### src/verilog/pspc_pkg.sv
// Package of constants for the sleep and pause control block
package pspc_pkg;

    // ****************************************************
    // Barrier codes and sleep kinds
    // ****************************************************
    localparam logic [4:0] CODE_LIGHT     = 5'h10;
    localparam logic [4:0] CODE_HIBERNATE = 5'h08;
    localparam logic [4:0] CODE_SUSPEND   = 5'h18;
    localparam int         SYNC_STAGES    = 2;
    localparam logic       GATE_RESET_VAL = 1'h1;

    typedef enum logic [2:0] {
        PSPC_RUN       = 3'b000,
        PSPC_DRAIN_SLP = 3'b001,
        PSPC_SLEEP     = 3'b010,
        PSPC_DRAIN_PSE = 3'b011,
        PSPC_PAUSED    = 3'b100
    } pspc_state_t;

endpackage

### src/verilog/pspc_if.sv
// Interface joining the core halt logic to the external clock control
`timescale 1ns/100ps
interface pspc_if;
    logic       light_sleep;
    logic       hibernate;
    logic       suspend;
    logic [1:0] wake_req;
    logic       dbg_wake_req;
    logic       pause;
    logic       pause_ack;
    logic       dbg_continue;

    modport core (output light_sleep, hibernate, suspend, dbg_wake_req, pause_ack,
                  dbg_continue, input wake_req, pause);
    modport ctrl (input light_sleep, hibernate, suspend, dbg_wake_req, pause_ack,
                  dbg_continue, output wake_req, pause);
endinterface

### src/verilog/pspc_core.sv
// Core end: sleep and pause halting of the processor pipeline
`timescale 1ns/100ps
module pspc_core (
    // Clock and reset
    input  wire logic       ref_clk,
    input  wire logic       nrst,
    // Link to external control
    pspc_if.core            lnk,
    // Pipeline side
    input  wire logic       barrier_valid,
    input  wire logic [4:0] barrier_code,
    input  wire logic       accesses_busy,
    input  wire logic       dbg_wake_cmd,
    input  wire logic       dbg_continue_cmd,
    output logic            pipe_halt,
    output logic            resume_pulse
);

    // ****************************************************
    // Resume input synchronisers
    // ****************************************************
    logic [1:0] wake_s1_reg;
    logic [1:0] wake_s1_next;
    logic [1:0] wake_s2_reg;
    logic [1:0] wake_s2_next;

    genvar gi;
    generate
        for (gi = 0; gi < 2; gi++) begin : g_sync
            always_comb begin
                wake_s1_next[gi] = lnk.wake_req[gi];
                wake_s2_next[gi] = wake_s1_reg[gi];
            end

            always_ff @(posedge ref_clk or negedge nrst) begin
                if (!nrst) begin
                    wake_s1_reg[gi] <= 1'h0;
                    wake_s2_reg[gi] <= 1'h0;
                end else begin
                    wake_s1_reg[gi] <= wake_s1_next[gi];
                    wake_s2_reg[gi] <= wake_s2_next[gi];
                end
            end
        end
    endgenerate

    // ****************************************************
    // Barrier decode
    // ****************************************************
    logic [2:0] code_kind;

    always_comb begin
        case (barrier_code)
            pspc_pkg::CODE_LIGHT: begin
                code_kind = 3'h1;
            end
            pspc_pkg::CODE_HIBERNATE: begin
                code_kind = 3'h2;
            end
            pspc_pkg::CODE_SUSPEND: begin
                code_kind = 3'h4;
            end
            default: begin
                // Any other code leaves the core running
                code_kind = 3'h0;
            end
        endcase
    end

    // ****************************************************
    // Halt state machine
    // ****************************************************
    pspc_pkg::pspc_state_t state_reg, state_next;
    logic [2:0] kind_reg, kind_next;
    logic [2:0] slp_out_reg, slp_out_next;
    logic       ack_reg, ack_next;

    always_comb begin
        state_next   = state_reg;
        kind_next    = kind_reg;
        slp_out_next = slp_out_reg;
        ack_next     = ack_reg;
        case (state_reg)
            pspc_pkg::PSPC_RUN: begin
                if (barrier_valid && (|code_kind)) begin
                    kind_next  = code_kind;
                    state_next = pspc_pkg::PSPC_DRAIN_SLP;
                end else if (lnk.pause) begin
                    state_next = pspc_pkg::PSPC_DRAIN_PSE;
                end
            end
            pspc_pkg::PSPC_DRAIN_SLP: begin
                if (!accesses_busy) begin
                    slp_out_next = kind_reg;
                    state_next   = pspc_pkg::PSPC_SLEEP;
                end
            end
            pspc_pkg::PSPC_SLEEP: begin
                if (|wake_s2_reg) begin
                    slp_out_next = 3'h0;
                    state_next   = pspc_pkg::PSPC_RUN;
                end
            end
            pspc_pkg::PSPC_DRAIN_PSE: begin
                if (!accesses_busy) begin
                    ack_next   = 1'h1;
                    state_next = pspc_pkg::PSPC_PAUSED;
                end
            end
            pspc_pkg::PSPC_PAUSED: begin
                if (!lnk.pause) begin
                    ack_next    = 1'h0;
                    state_next  = pspc_pkg::PSPC_RUN;
                end
            end
            default: begin
                state_next   = pspc_pkg::PSPC_RUN;
                slp_out_next = 3'h0;
                ack_next     = 1'h0;
            end
        endcase
    end

    // State, sleep kind, sleep outputs and acknowledge on ref_clk directly
    always_ff @(posedge ref_clk or negedge nrst) begin
        if (!nrst) begin
            state_reg   <= pspc_pkg::PSPC_RUN;
            kind_reg    <= 3'h0;
            slp_out_reg <= 3'h0;
            ack_reg     <= 1'h0;
        end else begin
            state_reg   <= state_next;
            kind_reg    <= kind_next;
            slp_out_reg <= slp_out_next;
            ack_reg     <= ack_next;
        end
    end

    // ****************************************************
    // Resume pulse
    // ****************************************************
    logic resume_reg, resume_next;

    always_comb begin
        resume_next = 1'h0;
        if (state_next == pspc_pkg::PSPC_RUN && (state_reg == pspc_pkg::PSPC_SLEEP
                || state_reg == pspc_pkg::PSPC_PAUSED)) begin
            resume_next = 1'h1;
        end
    end

    always_ff @(posedge ref_clk or negedge nrst) begin
        if (!nrst) begin
            resume_reg <= 1'h0;
        end else begin
            resume_reg <= resume_next;
        end
    end

    // ****************************************************
    // Debug requests
    // ****************************************************
    logic dbgw_reg, dbgw_next;
    logic dbgc_reg, dbgc_next;

    always_comb begin
        dbgw_next = dbg_wake_cmd;
        dbgc_next = dbg_continue_cmd;
    end

    always_ff @(posedge ref_clk or negedge nrst) begin
        if (!nrst) begin
            dbgw_reg <= 1'h0;
            dbgc_reg <= 1'h0;
        end else begin
            dbgw_reg <= dbgw_next;
            dbgc_reg <= dbgc_next;
        end
    end

    // ****************************************************
    // Sleep outputs
    // ****************************************************
    // Sleep outputs flag safe stop
    assign lnk.light_sleep  = slp_out_reg[0];
    assign lnk.hibernate    = slp_out_reg[1];
    assign lnk.suspend      = slp_out_reg[2];

    // ****************************************************
    // Pause and debug outputs
    // ****************************************************
    assign lnk.pause_ack    = ack_reg;
    // Debug request registered on single clock
    assign lnk.dbg_wake_req = dbgw_reg;
    assign lnk.dbg_continue = dbgc_reg;
    assign pipe_halt        = (state_reg != pspc_pkg::PSPC_RUN);
    assign resume_pulse     = resume_reg;

endmodule

### src/flat_wrapper.sv
// flat-port wrapper written by rule: the top's interface ports become plain ports
module pspc_core_flat 
  (ref_clk, nrst, barrier_valid, barrier_code, accesses_busy, dbg_wake_cmd, dbg_continue_cmd, pipe_halt, resume_pulse, lnk_light_sleep, lnk_hibernate, lnk_suspend, lnk_dbg_wake_req, lnk_pause_ack, lnk_dbg_continue, lnk_wake_req, lnk_pause);
  pspc_if lnk_i ();
  input  wire logic ref_clk;
  input  wire logic nrst;
  input  wire logic barrier_valid;
  input  wire logic [4:0] barrier_code;
  input  wire logic accesses_busy;
  input  wire logic dbg_wake_cmd;
  input  wire logic dbg_continue_cmd;
  output logic pipe_halt;
  output logic resume_pulse;
  output wire logic [$bits(lnk_i.light_sleep)-1:0] lnk_light_sleep;
  output wire logic [$bits(lnk_i.hibernate)-1:0] lnk_hibernate;
  output wire logic [$bits(lnk_i.suspend)-1:0] lnk_suspend;
  output wire logic [$bits(lnk_i.dbg_wake_req)-1:0] lnk_dbg_wake_req;
  output wire logic [$bits(lnk_i.pause_ack)-1:0] lnk_pause_ack;
  output wire logic [$bits(lnk_i.dbg_continue)-1:0] lnk_dbg_continue;
  input wire logic [$bits(lnk_i.wake_req)-1:0] lnk_wake_req;
  input wire logic [$bits(lnk_i.pause)-1:0] lnk_pause;
  assign lnk_light_sleep = lnk_i.light_sleep;
  assign lnk_hibernate = lnk_i.hibernate;
  assign lnk_suspend = lnk_i.suspend;
  assign lnk_dbg_wake_req = lnk_i.dbg_wake_req;
  assign lnk_pause_ack = lnk_i.pause_ack;
  assign lnk_dbg_continue = lnk_i.dbg_continue;
  assign lnk_i.wake_req = lnk_wake_req;
  assign lnk_i.pause = lnk_pause;
  pspc_core u_core (.ref_clk(ref_clk), .nrst(nrst), .lnk(lnk_i), .barrier_valid(barrier_valid), .barrier_code(barrier_code), .accesses_busy(accesses_busy), .dbg_wake_cmd(dbg_wake_cmd), .dbg_continue_cmd(dbg_continue_cmd), .pipe_halt(pipe_halt), .resume_pulse(resume_pulse));
endmodule
### config.mk
export PLATFORM = sky130hd
export DESIGN_NAME = pspc_core_flat
export DESIGN_NICKNAME = d
export VERILOG_FILES = /design/src/verilog/pspc_pkg.sv /design/src/verilog/pspc_if.sv /design/src/verilog/pspc_core.sv /design/src/flat_wrapper.sv
export SDC_FILE = /design/constraint.sdc
export NUM_CORES = 1
export LEC_CHECK = 0
export ABC_CLOCK_PERIOD_IN_PS = 2009
export BUFFER_PORTS_ARGS = -buffer_cell sky130_fd_sc_hd__buf_2
export CELL_PAD_IN_SITES_DETAIL_PLACEMENT = 1
export CELL_PAD_IN_SITES_GLOBAL_PLACEMENT = 2
export CORE_ASPECT_RATIO = 1.5
export CORE_MARGIN = 10
export CORE_UTILIZATION = 30
export CTS_CLUSTER_DIAMETER = 40
export DETAILED_ROUTE_END_ITERATION = 8
export PLACE_DENSITY = 0.77
export SLEW_MARGIN = 15
export SYNTH_ARGS = -nofsm -noshare
export SYNTH_HDL_FRONTEND = slang
export SYNTH_SLANG_ARGS = --single-unit
### constraint.sdc
create_clock -name ref_clk -period 2.01 [get_ports ref_clk]
set_input_delay 0.3015 -clock ref_clk [delete_from_list [all_inputs] [get_ports ref_clk]]
set_output_delay 0.3015 -clock ref_clk [all_outputs]
set_load 0.01 [all_outputs]
==> results by group <==
Logic synthesis
  • Top FF cell, synth: dfrtp_1
  • Post-synthesis xor/xnor area fraction: 0%
  • Post-synth EDFFs: 0
  • Yosys cell types: 24
  • Ys async rst share: 100%
  • Post-synthesis area per instance: 11.7 um2
  • Largest cells by area after synthesis: dfrtp_1 60%, mux2_2 4.8%, a21oi_1 3.5%
  • Yosys reg bits: 17
  • Compound-gate portion of the synthesized area: 17.8%
  • Sequential-to-total area share from yosys stat: 59.9%
  • Syn nets: 75
  • Synth Cell Area: just over 700 um2
  • Synth Area in Adders: 0%
  • Cell with the most instances after synthesis: dfrtp_1
  • Largest family of logic cells by synthesized area: compound AO/OA/AOI/OAI gates
  • Ys Warns: 0
  • Synth Area in Simple Gates: between 10% and 20%
  • Top cell type's share of synthesized area: 59.9%
  • Mux cell area share after synthesis: under 10%
  • Top cells by count, synth: 17 x dfrtp_1, 5 x a21oi_1, 4 x and3_1, 4 x o21ai_0
  • Cells after Synth: 61
  • Largest area contributor in the netlist: dfrtp_1

Power and ir drop
  • Worst VDD drop: 0.000437 V
  • Leakage: 0.422 nW
  • Cell Pwr Density: 1210 nW/um2

Clock tree
  • CTS buffer count: 3
  • Clock sink count: 17
  • Clk_lat worst skew: 0.28 ns
  • H-tree depth: 1
  • Root Buffer: clkbuf_4
  • Setup Fix Bufs, Post-CTS: 0
  • Clock transition at path regs: 0.09 ns
  • CTS tree: yes
  • CTS Buffer Depth: 2

STA
  • TNS Setup: 0 ns
  • RSZ-0062 raised after global routing: false
  • Final setup vio count: 0
  • Clock skew: 0.00329 ns
  • Final hold vios: 0
  • Relative slew slack: a little under three fifths
  • Final worst path period need: 1.77 ns
  • Worst Tran Pin Value: 0.629 ns
  • FMAX: 0.565 GHz
  • Max Slew Vio Count: 0
  • Period utilisation layout: 88.0%

Placed design
  • HPWL after detailed placement: 1300 um
  • Routability cong.: slightly below 0.8
  • IO Port Bufs: 21
  • Placed inst area: 831 um2

GRT
  • Vias in the first global route: 613
  • GR Overflow Total: 0
  • Pin count of the biggest net entering global routing: 18
  • Initial antenna violation count: 0
  • Total global-route track usage: 7.54%
  • First-pass GRT wire length: approximately 2800 um

Floorplan
  • Chip width: 59.7 um
  • Rows: 21
  • Core area: ~2300 um2
  • Die Footprint: 4760 um2
  • I/O pins: 22
  • Die Y: 79.6 um
  • Initial core utilization: roughly a third

Routing
  • Wire per inst: 15.8 um
  • DRT iter0 DRCs: 8
  • Routed Antenna Nets: 0
  • Via density: 5.06
  • Number of remaining DRC errors: 0
  • Drt first pass iters: 4
  • Via count: 541
  • Final WL: 1690 um

Worst hold path
  • Hold WC Path Type: input pin to flip-flop

Worst setup path
  • CP Launch Type: flip-flop
  • Critical path capture point type: output pin
  • Setup CP Type: flip-flop to output pin
  • CP Data Arrival Time: 1.47 ns
  • Crit Path Max Fanout: 14
  • Critical Path RT: 1.71 ns

Finish
  • Layout Nets: 99
  • Design area: 867 um2
  • Fraction of layout cells with a size suffix above 1: 33.3%
  • ANT cells: 0
  • Area delta synth->final: 22.0%

Run
  • Maximum capacitance violations: 0

Run status
  • Status: finished, final reports clean
placed cells by master (no fill, tap or decap), types with 2 or more instances in the layout:
cell      count
o21ai_0       4
nor2b_1       2
dfrtp_1      17
and3_1        4
nand3_1       2
buf_2        21
inv_1         3
mux2_2        3
nor2_1        3
a211oi_1      2
a21oi_1       5
nor3_1        2
clkbuf_4      3
cells by family after synthesis:
group	count (synthesis)
flip-flops	17
buffers and inverters	6
multiplexers	3
AO/OA/AOI/OAI	18
AND/OR/NAND/NOR	17
report_power, final:
group,switching (mW),internal [mW],total (mW)
registers,0.0943,0.431,0.526
logic,0.176,0.171,0.347
clock network,0.0983,0.0769,0.175
total,0.369,0.679,1.05
metrics by stage:
| step | utilization [%] | total power [mW] | cells | setup slack [ns] | hold slack, ns |
|---|---|---|---|---|---|
| 3_3_place_gp | 36.8 | 0.873 | 102 | 0.489 | 0.238 |
| 2_1_floorplan | - | 0.765 | 61 | 0.560 | 0.00591 |
| 3_5_place_dp | 36.8 | 0.885 | 102 | 0.405 | 0.249 |
| 6_report | 38.4 | 1.05 | 107 | 0.241 | 0.125 |
| 5_1_grt | 38.4 | 1.15 | 107 | 0.0625 | 0.0914 |
| 4_1_cts | 38.4 | 1.07 | 107 | 0.217 | 0.111 |
final cells by class:
type,instances,area [um2]
repair buffers,22,115
clock buffers,4,26.3
inverters,3,11.3
multi-input cells,38,260
fillers,281,1390
flip-flops and latches,17,425
well taps,23,28.8
worst paths after layout:
| kind | slack, ns | endpoint | start | depth (start not counted) |
|---|---|---|---|---|
| worst max-delay path | 0.24 | pipe_halt | u_core.state_reg[0] | 3 |
| worst min-delay path | 0.12 | u_core.wake_s1_reg[1] | lnk_wake_req[1] | 1 |
| worst max register to register | 0.43 | u_core.slp_out_reg[0] | u_core.state_reg[0] | 3 |
| worst min register to register | 0.35 | u_core.wake_s2_reg[0] | u_core.wake_s1_reg[0] | 0 |
| max in group asynchronous | 1.27 | u_core.wake_s1_reg[0] | nrst | 2 |
| min in group asynchronous | 0.47 | u_core.kind_reg[2] | nrst | 2 |
metal layers:
| metal | routed length, um | global-route usage, % |
|---|---|---|
| met5 | 0 | 0 |
| met4 | 15 | 4.05 |
| met3 | 76 | 2.55 |
| met2 | 901 | 12.3 |
| met1 | 697 | 8.19 |
repair_timing:
item                                   CTS  global route
endpoints found under the hold margin   17             0
resized for setup                        0             0
setup endpoints to repair                0             0
hold buffers                             1             0
critical path, cell delays in order (launching register included):
cell	delay [ns]
dfrtp_1	0.52
nor3_1	0.44
inv_1	0.07
buf_2	0.15
(Power assumes the default switching activity.)
